===== src/core/cms_pkg.sv =====
// Constants shared by the chopper mode select and standstill logic
package cms_pkg;
	// Register byte offsets
	localparam logic [7:0] ADDR_CONFIG   = 8'h00;
	localparam logic [7:0] ADDR_THRESH   = 8'h04;
	localparam logic [7:0] ADDR_INTERVAL = 8'h08;
	localparam logic [7:0] ADDR_STATUS   = 8'h0C;
	localparam logic [7:0] ADDR_PWM_OFS  = 8'h10;
	localparam logic [7:0] ADDR_INT_STAT = 8'h14;
	localparam logic [7:0] ADDR_INT_MASK = 8'h18;
	// Config register field positions
	localparam int CFG_DIS_BIT  = 0;
	localparam int CFG_OPT_LSB  = 1;
	localparam int CFG_HOLD_LSB = 8;
	localparam int CFG_PD_LSB   = 16;
	localparam int CFG_HRD_LSB  = 24;
	// Status register field positions
	localparam int ST_VMODE_BIT = 0;
	localparam int ST_OL_LSB    = 1;
	localparam int ST_SS_LSB    = 3;
	localparam int ST_SUM_LSB   = 8;
	localparam int ST_SCALE_LSB = 16;
	// Interrupt bit positions
	localparam int IRQ_MODE  = 0;
	localparam int IRQ_OLA   = 1;
	localparam int IRQ_OLB   = 2;
	localparam int IRQ_LIMIT = 3;
	localparam int IRQ_W     = 4;
	// Reset values
	localparam logic [31:0] CONFIG_RST = 32'h0000_0000;
	localparam logic [19:0] THRESH_RST = 20'h0_0000;
	localparam logic [7:0]  PWM_OFS_RST = 8'h24;
	localparam logic [3:0]  INT_MASK_RST = 4'h0;
	// Limits and timing
	localparam logic [7:0]  AMP_LIMIT     = 8'hFF;
	localparam logic [3:0]  OL_FULLSTEPS  = 4'h4;
	localparam logic [15:0] TICK_CYCLES   = 16'h0400;
	localparam logic [8:0]  SCALE_MAX     = 9'h0FF;
	localparam logic [8:0]  SCALE_MIN     = 9'h101;
	// Standstill option encoding
	typedef enum logic [1:0] {
		SS_NORMAL    = 2'b00,
		SS_STANDSTILL_OPTION_SELECT = 2'b01,
		SS_SHORT_LS  = 2'b10,
		SS_SHORT_HS  = 2'b11
	} standstill_t;
endpackage


===== src/core/cms_ctrl_if.sv =====
// Signals between the mode core and its open-load and standstill helpers
`timescale 1ns/1ps
interface cms_ctrl_if;
	logic       voltageMode;
	logic       fullStep;
	logic [1:0] coilReached;
	logic [1:0] openLoad;
	logic       stepPulse;
	logic [7:0] powerdownDelay;
	logic [3:0] holdRampDelay;
	logic       delayDone;
	modport core  (output voltageMode, fullStep, coilReached, stepPulse,
		powerdownDelay, holdRampDelay, input openLoad, delayDone);
	modport olMon (input voltageMode, fullStep, coilReached, output openLoad);
	modport ssTmr (input stepPulse, powerdownDelay, holdRampDelay, output delayDone);
endinterface // cms_ctrl_if


===== src/core/open_load_monitor.sv =====
// Per-coil open-load flags from full steps without reaching target current
`timescale 1ns/1ps
module open_load_monitor (
	// Clock and reset
	input  wire logic   sys_clk,
	input  wire logic   rst,
	// Helper link
	cms_ctrl_if.olMon   ctl
);
	logic [3:0] missCnt [2];
	wire  [1:0] flagNow;

	// Count full steps since each coil last reached its target
	for (genvar c = 0; c < 2; c++) begin : g_coil
		always_ff @(posedge sys_clk or posedge rst) begin
			if (rst) begin
				missCnt[c] <= 4'h0;
			end else if (!ctl.voltageMode || ctl.coilReached[c]) begin
				missCnt[c] <= 4'h0;
			end else if (ctl.fullStep && missCnt[c] != cms_pkg::OL_FULLSTEPS) begin
				missCnt[c] <= missCnt[c] + 4'h1;
			end
		end
		// Saturated count holds the flag steady for a broken winding
		assign flagNow[c] = (missCnt[c] == cms_pkg::OL_FULLSTEPS);

	end
	// One driver for the whole flag vector on the helper link
	assign ctl.openLoad = flagNow;
endmodule // open_load_monitor


===== src/core/standstill_timer.sv =====
// Standstill delay timer: power-down plus hold ramp delay in ticks
`timescale 1ns/1ps
module standstill_timer (
	// Clock and reset
	input  wire logic   sys_clk,
	input  wire logic   rst,
	// Helper link
	cms_ctrl_if.ssTmr   ctl
);
	logic [15:0] tickCnt;
	logic [8:0]  stillTicks;
	wire  [8:0]  delayTarget = {1'b0, ctl.powerdownDelay} + {5'h00, ctl.holdRampDelay};
	wire         tick        = (tickCnt == cms_pkg::TICK_CYCLES - 16'h0001);

	// Tick prescaler, restarted by every step
	always_ff @(posedge sys_clk or posedge rst) begin
		if (rst) begin
			tickCnt <= 16'h0000;
		end else begin
			tickCnt <= (tick || ctl.stepPulse) ? 16'h0000 : tickCnt + 16'h0001;
		end
	end

	// Standstill time in ticks, saturating at the delay target
	always_ff @(posedge sys_clk or posedge rst) begin
		if (rst) begin
			stillTicks <= 9'h000;
		end else if (ctl.stepPulse) begin
			stillTicks <= 9'h000;
		end else if (tick && stillTicks < delayTarget) begin
			stillTicks <= stillTicks + 9'h001;
		end
	end
	assign ctl.delayDone = !ctl.stepPulse && (stillTicks >= delayTarget);
endmodule // standstill_timer


===== src/core/chopper_mode_select_standstill.sv =====
// Chopper mode select, regulation hold, open-load, amplitude and standstill control
// Function
// - Voltage chopper at low velocity, current chopper above the threshold.
// - Threshold can be loaded from one-time-programmable memory.
// - Zero threshold means voltage-mode chopping only.
// - Regulation value held while in current chopper, resumed afterwards.
// - One open-load flag per coil in voltage mode.
// - Open-load set when target current not reached in recent full steps.
// - Interrupted coil keeps its open-load flag steadily set.
// - Summed amplitude readable; 255 means current cannot be sustained.
// - Standstill options only while voltage mode is used.
// - Standstill option applied when standstill current is zero.
// - Option engages after power-down plus hold ramp delay.
// - Regulation frozen once target current is zero.
// - Option codes: normal, standstill_option_select, low-side short, high-side short.
// - Voltage-mode disable is pin XOR configuration flag.
// - Threshold range 0 to 1048575 in step-interval units.
//
// Design decisions made here: the register offsets and register access over APB.
`timescale 1ns/1ps
module chopper_mode_select_standstill (
	// Clock and reset
	input  wire logic               sys_clk,
	input  wire logic               rst,
	// APB slave
	input  wire logic               psel,
	input  wire logic               penable,
	input  wire logic               pwrite,
	input  wire logic [7:0]         paddr,
	input  wire logic [31:0]        pwdata,
	output logic [31:0]             prdata,
	output logic                    pready,
	output logic                    pslverr,
	// Step timing
	input  wire logic               stepPulse,
	input  wire logic               fullStep,
	input  wire logic [19:0]        stepInterval,
	// Pins and one-time-programmable memory
	input  wire logic               chopperSelectPin,
	input  wire logic               otpLoad,
	input  wire logic [19:0]        otpThreshold,
	// Current regulator
	input  wire logic               regUpdate,
	input  wire logic signed [4:0]  regDelta,
	input  wire logic [1:0]         coilReached,
	// Outputs
	output logic                    voltageMode,
	output cms_pkg::standstill_t    standstillMode,
	output logic [7:0]              pwmAmplitudeSum,
	output logic [1:0]              openLoad,
	output logic                    irq
);
	// Registers
	logic [31:0]             config_q;
	logic [19:0]             velocitySwitchThreshold;
	logic [7:0]              pwmOfs;
	logic [3:0]              intStatus;
	logic [3:0]              intMask;
	logic signed [8:0]       scaleAuto;
	logic [1:0]              openLoadPrev;

	cms_ctrl_if ctl ();

	// Clamp a signed sum into the 0..255 amplitude range
	function automatic logic [7:0] clampAmp(input logic signed [10:0] v);
		if (v < 11'sd0) begin
			return 8'h00;
		end else if (v > 11'sd255) begin
			return cms_pkg::AMP_LIMIT;
		end else begin
			return v[7:0];
		end
	endfunction

	// Clamp the regulator state to its signed range
	function automatic logic signed [8:0] clampScale(input logic signed [10:0] v);
		if (v > 11'sd255) begin
			return cms_pkg::SCALE_MAX;
		end else if (v < -11'sd255) begin
			return cms_pkg::SCALE_MIN;
		end else begin
			return v[8:0];
		end
	endfunction

	// Configuration fields
	wire        cfgDisable        = config_q[cms_pkg::CFG_DIS_BIT];
	wire [1:0]  standstillOptionSelect = config_q[cms_pkg::CFG_OPT_LSB +: 2];
	wire [4:0]  standstillCurrent = config_q[cms_pkg::CFG_HOLD_LSB +: 5];
	wire        holdZero          = (standstillCurrent == 5'h00);

	// Mode decision
	wire disableEff = chopperSelectPin ^ cfgDisable;
	wire thrZero    = (velocitySwitchThreshold == cms_pkg::THRESH_RST);
	wire slowEnough = thrZero || (stepInterval >= velocitySwitchThreshold);
	wire next_voltageMode = !disableEff && slowEnough;

	// Standstill engagement: zero hold current, delay done, voltage mode only
	wire engaged = holdZero && ctl.delayDone && voltageMode;

	// Regulator and amplitude arithmetic
	wire signed [10:0] scaleSum = 11'(scaleAuto) + 11'(regDelta);
	wire signed [10:0] ampSum   = 11'(signed'({1'b0, pwmOfs})) + 11'(scaleAuto);
	wire [7:0] next_ampSum      = clampAmp(ampSum);

	// APB decode
	wire setupPhase = psel && !penable;
	wire accessWr   = psel && penable && pwrite;
	wire accessRd   = psel && penable && !pwrite;
	wire hitConfig  = (paddr == cms_pkg::ADDR_CONFIG);
	wire hitThresh  = (paddr == cms_pkg::ADDR_THRESH);
	wire hitIntStat = (paddr == cms_pkg::ADDR_INT_STAT);
	wire hitMask    = (paddr == cms_pkg::ADDR_INT_MASK);
	wire hitPwmOfs  = (paddr == cms_pkg::ADDR_PWM_OFS);
	wire addrHit    = hitConfig || hitThresh || hitIntStat || hitMask || hitPwmOfs
		|| (paddr == cms_pkg::ADDR_INTERVAL) || (paddr == cms_pkg::ADDR_STATUS);
	wire wrThresh   = accessWr && hitThresh;

	assign pready  = psel && penable;
	assign pslverr = pready && !addrHit;

	// Status word
	wire [31:0] statusWord = (32'(voltageMode) << cms_pkg::ST_VMODE_BIT)
		| (32'(openLoad) << cms_pkg::ST_OL_LSB)
		| (32'(standstillMode) << cms_pkg::ST_SS_LSB)
		| (32'(pwmAmplitudeSum) << cms_pkg::ST_SUM_LSB)
		| (32'(unsigned'(scaleAuto)) << cms_pkg::ST_SCALE_LSB);

	// Read selection
	wire [31:0] readMux =
		hitConfig  ? config_q :
		hitThresh  ? 32'(velocitySwitchThreshold) :
		(paddr == cms_pkg::ADDR_INTERVAL) ? 32'(stepInterval) :
		(paddr == cms_pkg::ADDR_STATUS)   ? statusWord :
		hitPwmOfs  ? 32'(pwmOfs) :
		hitIntStat ? 32'(intStatus) :
		hitMask    ? 32'(intMask) : 32'h0000_0000;

	// Interrupt events and read clear of the bits that were returned
	wire [3:0] events = {
		(next_ampSum == cms_pkg::AMP_LIMIT) && (pwmAmplitudeSum != cms_pkg::AMP_LIMIT),
		ctl.openLoad[1] && !openLoadPrev[1],
		ctl.openLoad[0] && !openLoadPrev[0],
		next_voltageMode != voltageMode
	};
	wire [3:0] clrMask   = (accessRd && hitIntStat) ? prdata[3:0] : 4'h0;
	wire [3:0] next_intStatus = (intStatus & ~clrMask) | events;

	// Helper link drive
	assign ctl.voltageMode    = voltageMode;
	assign ctl.fullStep       = fullStep;
	assign ctl.coilReached    = coilReached;
	assign ctl.stepPulse      = stepPulse;
	assign ctl.powerdownDelay = config_q[cms_pkg::CFG_PD_LSB +: 8];
	assign ctl.holdRampDelay  = config_q[cms_pkg::CFG_HRD_LSB +: 4];
	assign irq = |(intStatus & intMask);

	// Read data captured in the setup phase
	always_ff @(posedge sys_clk or posedge rst) begin
		if (rst) begin
			prdata <= 32'h0000_0000;
		end else if (setupPhase) begin
			prdata <= pwrite ? 32'h0000_0000 : readMux;
		end
	end

	// Writable configuration registers
	always_ff @(posedge sys_clk or posedge rst) begin
		if (rst) begin
			config_q <= cms_pkg::CONFIG_RST;
			pwmOfs   <= cms_pkg::PWM_OFS_RST;
			intMask  <= cms_pkg::INT_MASK_RST;
		end else if (accessWr) begin
			if (hitConfig) begin
				config_q <= pwdata;
			end
			if (hitPwmOfs) begin
				pwmOfs <= pwdata[7:0];
			end
			if (hitMask) begin
				intMask <= pwdata[3:0];
			end
		end
	end

	// Threshold: bus write wins over a memory load in the same cycle
	always_ff @(posedge sys_clk or posedge rst) begin
		if (rst) begin
			velocitySwitchThreshold <= cms_pkg::THRESH_RST;
		end else if (wrThresh) begin
			velocitySwitchThreshold <= pwdata[19:0];
		end else if (otpLoad) begin
			velocitySwitchThreshold <= otpThreshold;
		end
	end

	// Mode, interrupt status and flag history
	always_ff @(posedge sys_clk or posedge rst) begin
		if (rst) begin
			voltageMode  <= 1'b0;
			intStatus    <= 4'h0;
			openLoadPrev <= 2'b00;
		end else begin
			voltageMode  <= next_voltageMode;
			intStatus    <= next_intStatus;
			openLoadPrev <= ctl.openLoad;
		end
	end

	// Regulator state: only moves in voltage mode with nonzero target current
	always_ff @(posedge sys_clk or posedge rst) begin
		if (rst) begin
			scaleAuto <= 9'sd0;
		end else if (regUpdate && voltageMode && !engaged) begin
			scaleAuto <= clampScale(scaleSum);
		end
	end

	// Registered outputs: amplitude, open-load flags, standstill option
	always_ff @(posedge sys_clk or posedge rst) begin
		if (rst) begin
			pwmAmplitudeSum <= 8'h00;
			openLoad        <= 2'b00;
			standstillMode  <= cms_pkg::SS_NORMAL;
		end else begin
			pwmAmplitudeSum <= next_ampSum;
			openLoad        <= ctl.openLoad;
			standstillMode  <= engaged ? cms_pkg::standstill_t'(standstillOptionSelect)
				: cms_pkg::SS_NORMAL;
		end
	end

	// Helpers
	open_load_monitor u_olMon (
		.sys_clk (sys_clk),
		.rst     (rst),
		.ctl     (ctl.olMon)
	);

	standstill_timer u_ssTmr (
		.sys_clk (sys_clk),
		.rst     (rst),
		.ctl     (ctl.ssTmr)
	);
endmodule // chopper_mode_select_standstill


===== config.mk =====
export PLATFORM = sky130hd
export DESIGN_NAME = chopper_mode_select_standstill
export DESIGN_NICKNAME = d
export VERILOG_FILES = /design/src/core/cms_pkg.sv /design/src/core/cms_ctrl_if.sv /design/src/core/open_load_monitor.sv /design/src/core/standstill_timer.sv /design/src/core/chopper_mode_select_standstill.sv
export SDC_FILE = /design/constraint.sdc
export NUM_CORES = 1
export LEC_CHECK = 0
export BUFFER_PORTS_ARGS = -buffer_cell sky130_fd_sc_hd__buf_2
export CORE_AREA = 2 2 176 178
export CTS_CLUSTER_SIZE = 10
export DETAILED_ROUTE_END_ITERATION = 12
export DIE_AREA = 0 0 178 180
export GPL_ROUTABILITY_DRIVEN = 0
export PLACE_DENSITY = 0.59
export SYNTH_ARGS = -nofsm -noshare
export SYNTH_HDL_FRONTEND = slang
export SYNTH_SLANG_ARGS = --single-unit
export TNS_END_PERCENT = 100

===== constraint.sdc =====
create_clock -name sys_clk -period 10.75 [get_ports sys_clk]
set_input_delay 1.075 -clock sys_clk [delete_from_list [all_inputs] [get_ports sys_clk]]
set_output_delay 1.075 -clock sys_clk [all_outputs]
set_load 0.02 [all_outputs]

[Word-level counts from Yosys, hierarchy flattened]
Index checks and enable logic that the tools add are counted.
Word-level totals
  output and inout port bits: 48
  bits of input ports: 97
  latch bits: 0
  word-level logic and storage cells: 124
  register bits: 155
  ROM bits: 0
  memories kept: 0
  memory bits (writable): 0
Cells by class
  $lt $le $gt $ge: 7
  divide/modulo/power cells: 0
  add/sub/neg operators: 7
  reductions and logical operators: 49
  shift-type cells: 0
  muxes and demuxes: 23
  multiply operators: 0
  eq/ne operators: 14
  bitwise gates (word level): 9
Operators with widths (number)
  25-bit two-way mux: 3
  32-bit two-way mux: 2
  20-bit two-way mux: 2
  9-bit two-way mux: 4
  4-bit two-way mux: 7
  16-bit by 25-bit bitwise OR with 25-bit output: 1
  8-bit by 5-bit equality test with 1-bit output, second input constant: 3
  8-bit two-way mux: 3
  20-bit >= comparator: 1
  10-bit by 9-bit > comparator with 1-bit output, second input constant: 2
  20-bit logical NOT: 1
  1-bit logical AND: 19
  16-bit by 1-bit adder with 16-bit output, second input constant: 1
  16-bit by 10-bit equality test with 1-bit output, second input constant: 1
  8-bit by 4-bit equality test with 1-bit output, second input constant: 2
  16-bit two-way mux: 1
  5-bit by 16-bit bitwise OR with 16-bit output: 1
  9-bit by 5-bit adder with 10-bit output: 1
  9-bit by 9-bit adder with 10-bit output: 1
  1-bit logical OR: 10
  10-bit by 1-bit < comparator with 1-bit output, second input constant: 1
  10-bit by 9-bit < comparator with 1-bit output, second input constant: 1
  8-bit by 4-bit adder with 9-bit output: 1
  9-bit by 1-bit adder with 9-bit output, second input constant: 1
  other kinds (22): 39

[Logic depth before layout (Yosys ltp)]
  depth in word-level cells: 9
  depth in mapped cells: 15

[Modules after synthesis]
A second synthesis with hierarchy kept.
Second synthesis, totals
  cells, all modules: 891
  area, all modules: 9130.0 sq um
Modules (own cells, without submodules)
  chopper_mode_select_standstill: cells each 642, area an instance 6925.4 sq um, instances 1
  standstill_timer: cells each 196, area an instance 1731.7 sq um, instances 1
  open_load_monitor: cells each 53, area an instance 473.0 sq um, instances 1

[Worst setup path after synthesis]
No wires, ideal clock.
  path kind: input to output
  start point: in paddr[2]
  end point: out pslverr
  setup slack: 7057 ps
  path buffers: 3
  arrival time: 2618 ps
  stages on the path: 5
  path through: clkbuf_1 clkbuf_1 clkbuf_1 nand3_1 a21boi_0
On the way
  longest elaborated chain between the ends: 9
  elaborated cells on any way between the ends: 15
  those cells by class: 6 x eq/ne; 9 x reduce/logical
Ends and longest elaborated chain
  start, declared: RTL line chopper_mode_select_standstill.sv:29  | input wire logic [7:0] paddr,
  8-bit by 3-bit equality test with 1-bit output or 8-bit logical NOT (tied branches): RTL line chopper_mode_select_standstill.sv:111, chopper_mode_select_standstill.sv:110
  1-bit logical OR (4 in series): RTL line chopper_mode_select_standstill.sv:115  | wire addrHit = hitConfig || hitThresh || hitIntStat || hitMask || hitPwmOfs
  1-bit logical OR: RTL line chopper_mode_select_standstill.sv:116  | || (paddr == cms_pkg::ADDR_INTERVAL) || (paddr == cms_pkg::ADDR_STATUS);
  1-bit logical OR (*): RTL line chopper_mode_select_standstill.sv:116
  1-bit logical NOT (*): RTL line chopper_mode_select_standstill.sv:120  | assign pslverr = pready && !addrHit;
  1-bit logical AND (*): RTL line chopper_mode_select_standstill.sv:120
  end, declared: RTL line chopper_mode_select_standstill.sv:33  | output logic pslverr,
Mark *: on every way between the ends. The rest lies on a longest branch, timed or not.

[Final worst setup path]
  start point: in paddr[1]
  end point: reg velocitySwitchThreshold[0]
On the way
  longest elaborated chain between the ends: 3
  elaborated cells on any way between the ends: 4
  those cells by class: 1 x eq/ne; 1 x mux; 2 x reduce/logical
Ends and longest elaborated chain
  8-bit by 3-bit equality test with 1-bit output (*): RTL line chopper_mode_select_standstill.sv:111  | wire hitThresh = (paddr == cms_pkg::ADDR_THRESH);
  1-bit logical AND (*): RTL line chopper_mode_select_standstill.sv:117  | wire wrThresh = accessWr && hitThresh;
  20-bit two-way mux or 2-bit nonzero test (tied branches)
  end signal, assigned: RTL line chopper_mode_select_standstill.sv:189  | velocitySwitchThreshold <= cms_pkg::THRESH_RST;
  end signal, assigned: RTL line chopper_mode_select_standstill.sv:191  | velocitySwitchThreshold <= pwdata[19:0];
  end signal, assigned: RTL line chopper_mode_select_standstill.sv:193  | velocitySwitchThreshold <= otpThreshold;
  end, declared: RTL line chopper_mode_select_standstill.sv:55  | logic [19:0] velocitySwitchThreshold;
Marks and branches as above.
A chain may end at the register's enable or synchronous reset.

==> impl_metrics.csv <==
group,metric,value,unit
global_route,grt_pass1_wl,42.2,mm
synthesis,syn-num-nets,1063,
setup_path,critical_path.endpoint_type,"flip-flop",
hold_path,min_path_type,"reg2reg",
die,chipHeight,180,um
sta,timing.final.setup_violations,0,
clock_network,path_clk_slew,0.06,ns
synthesis,synth-xor-area-share,4.20,%
finish,nNetsFinal,1194,
sta,finalCritPeriodShare,36.2,%
synthesis,synthAdderAreaFrac,8.48,%
status,status,"complete, no violations",
clock_network,cts.sink_count,155,
placed_design,placement.io_buffers,144,
clock_network,tritoncts.num_buffers,17,
detailed_routing,vias_per_cell,5.13,
synthesis,synth_compound_gate_area_share,15.6,%
sta,holdWs,0.475,ns
synthesis,post_synth_and_or_nand_nor_area_fraction,15.7,%
clock_network,htree_num_levels,4,
sta,grt_setup_unrepaired,"false",
synthesis,synth_ff_type,"dfrtp_1",
sta,final.min_clock_period,3.89,ns
synthesis,synth_cells,907,
placed_design,dpl_ws,6.41,ns
sta,skew,0.0104,ns
global_route,total_routing_resource_utilization_after_global_routing,17.5,%
sta,hold_violations,0,
setup_path,worst_ep_arrival_time,4.20,ns
detailed_routing,num_vias,7426,
sta,setup_total_negative_slack,0,ns
setup_path,required,11.06,ns
global_route,grt_pass1_vias,7222,
flow_run,maxCapViolCount,0,
detailed_routing,first_iter_violations,555,
synthesis,synth_mux_area_share,9.26,%
finish,most-common-layout-cells,"dfrtp_1 (153), buf_2 (144), nor2_1 (91), nand2_1 (67), a21oi_1 (57)",
setup_path,timing.reg2reg.setup_slack,6.97,ns
synthesis,syn_avg_cell_area,9.89,um2
setup_path,worstRegToRegCells,14,
die,std_cell_rows,64,
detailed_routing,postRouteAntennaNets,0,
setup_path,worst-setup-path-type,"in2reg",
die,start_util,29.7,%
finish,syn_to_final_growth,19.0,%
detailed_routing,remaining_drc_errors,0,
finish,fin_util,35.4,%
setup_path,rr_startpoint,"config_q[24]",
synthesis,synth_seq_cells,155,
finish,layout_commonest_cell,"dfrtp_1",
finish,insertedDiodeCount,0,
global_route,grt_start_max_net_pins,94,
die,die-width,178,um
setup_path,worstSetupStartpointType,"input pin",
setup_path,critical_path_peak_fanout,21,
clock_network,clk-insertion-delay-late,0.43,ns
synthesis,synth_cell_types,64,
power,max-vdd-ir-drop,112,uV
synthesis,synth_async_sr_flop_share,100,%
sta,maxSlewHeadroom,17.9,%
die,design.die.area,32000,um2
finish,layout-drive-gt1-share,23.0,%
synthesis,synth-edff-count,0,
die,core_area,30200,um2
synthesis,synth_area,8970,um2
die,count_of_pins_on_the_block_boundary,145,
finish,n_fill_cell,3045,
clock_network,cts_setup_buffers,0,
synthesis,main_combinational_cell_family_by_area_after_synthesis,"simple AND/OR/NAND/NOR gates",
sta,maxClockFrequency,257,MHz
power,pwr_density_cell,164,nW/um2
sta,worstMarginPinSlew,1.22,ns
clock_network,root_buffer,"clkbuf_16",
clock_network,cts_hold_buf,0,
clock_network,clk_path_buf_depth,2,
detailed_routing,drtPass1Iterations,5,
sta,worst_slack,6.86,ns
synthesis,synth_sequential_area_ratio,43.3,%
sta,timing.final.max_slew_violations,0,
placed_design,post-dp-hpwl,21.0,mm
clock_network,resized_cells_post_cts,0,
setup_path,r2r_end,"u_ssTmr.stillTicks[8]",
synthesis,ys.warnings.count,0,
clock_network,tritoncts,"built",
detailed_routing,routed_wl,27.5,mm
detailed_routing,dr_wl_cell,19.0,um
setup_path,critPathCapture,"velocitySwitchThreshold[0]",
setup_path,crit_path_start,"paddr[1]",
power,total_leakage_power,0.00517,uW
global_route,overflow,0,
global_route,initial_antenna_violation_count,0,
-- routing by layer --
layer / global-route usage, % / part of all wire, % / up-vias / routed length [um]
met3: 3.38 / 5.7 / 24 / 1560
met2: 27.8 / 46 / 231 / 12800
met5: 0 / 0 / - / 0
met1: 24.5 / 47 / 3601 / 12800
li1: - / - / 3570 / -
met4: 4.13 / 1.3 / 0 / 369
-- final cells by class --
class	count	area [um2]	share of cell area (%)
Tap cell	396	495	4.64
Sequential cell	155	3880	36.4
Clock inverter	13	156	1.47
Timing Repair Buffer	150	766	7.17
Clock buffer	19	443	4.15
Multi-Input combinational cell	675	4780	44.8
Inverter	39	151	1.42
-- registers in the layout, indices dropped and copies added (netlist names) --
name and cells:
standstillMode 2, velocitySwitchThreshold 20, u_olMon.missCnt 8, openLoad 2, intStatus 4, u_ssTmr.tickCnt 16
pwmAmplitudeSum 8, u_ssTmr.stillTicks 9, config_q 32, voltageMode 1, scaleAuto 9, pwmOfs 8
prdata 32, intMask 4
-- metrics by stage --
step | power (uW) | std cells | cell area [um2]
floorplan | 984 | 907 | 8970
global placement | 1130 | 1415 | 10100
detailed placement | 1140 | 1415 | 10100
CTS | 1760 | 1447 | 10700
global route | 1850 | 1447 | 10700
finish | 1750 | 1447 | 10700
-- how the worst min path moves through the flow --
| stage | startpoint | endpoint | slack (ns) | cells after the start |
|---|---|---|---|---|
| 2_1_floorplan | u_ssTmr.tickCnt[0] | u_ssTmr.tickCnt[0] | 0.45 | 1 |
| 4_1_cts | u_ssTmr.tickCnt[0] | u_ssTmr.tickCnt[0] | 0.48 | 1 |
| 3_5_place_dp | prdata[13] | prdata[13] | 0.47 | 2 |
| 3_3_place_gp | prdata[23] | prdata[23] | 0.46 | 2 |
| 5_1_grt | u_ssTmr.tickCnt[0] | u_ssTmr.tickCnt[0] | 0.50 | 1 |
| 6_report | u_ssTmr.tickCnt[0] | u_ssTmr.tickCnt[0] | 0.48 | 1 |
-- worst max-delay path, stage by stage --
cell and delay, ns:
buf_2 0.09, or2_1 0.22, or4_1 0.59, nor2_1 0.47, and2_1 0.44, nand3_1 0.67
buf_4 0.47, nor2_1 0.11, a21oi_1 0.05
-- cells by family (layout without fill, tap and decap cells) --
kind of cell | after synthesis | in the layout
buf+inv | 77 | 221
compound gates | 212 | 212
xor+xnor | 43 | 43
simple gates | 286 | 286
flops | 155 | 155
fa+ha+maj | 59 | 59
mux | 75 | 75
-- Yosys cell counts (4+ instances only) --
library cell	instances	share of area [%]
buf_2	5	0.28
inv_1	39	1.6
nand4_1	14	0.98
nand3b_1	4	0.33
or2_2	4	0.28
a221oi_1	13	1.3
o21a_1	4	0.33
ha_1	56	7.8
nor4_1	11	0.77
dfrtp_1	153	43
a22oi_1	22	1.8
or3_1	5	0.35
a21oi_1	57	3.2
and2_1	8	0.56
nor2_1	91	3.8
o21ai_0	42	2.3
mux2_2	44	5.5
a22o_1	7	0.68
mux2i_1	29	3.2
a211oi_1	4	0.33
xnor2_1	14	1.4
nand2b_1	9	0.63
nand3_1	23	1.3
nor3_1	10	0.56
a211o_1	4	0.39
nand2_1	67	2.8
a21o_1	17	1.4
and3_1	12	0.84
xor2_1	29	2.8
clkbuf_1	28	1.2
o31ai_1	11	0.92
nor2b_1	13	0.91
o41ai_1	5	0.49
-- where the power goes --
| part | total, uW | internal (uW) | switching, uW |
|---|---|---|---|
| Combinational | 424 | 171 | 253 |
| Clock | 616 | 354 | 262 |
| Sequential | 708 | 627 | 81.1 |
| Total | 1750 | 1150 | 596 |
Power figures use the tool's default switching activity.
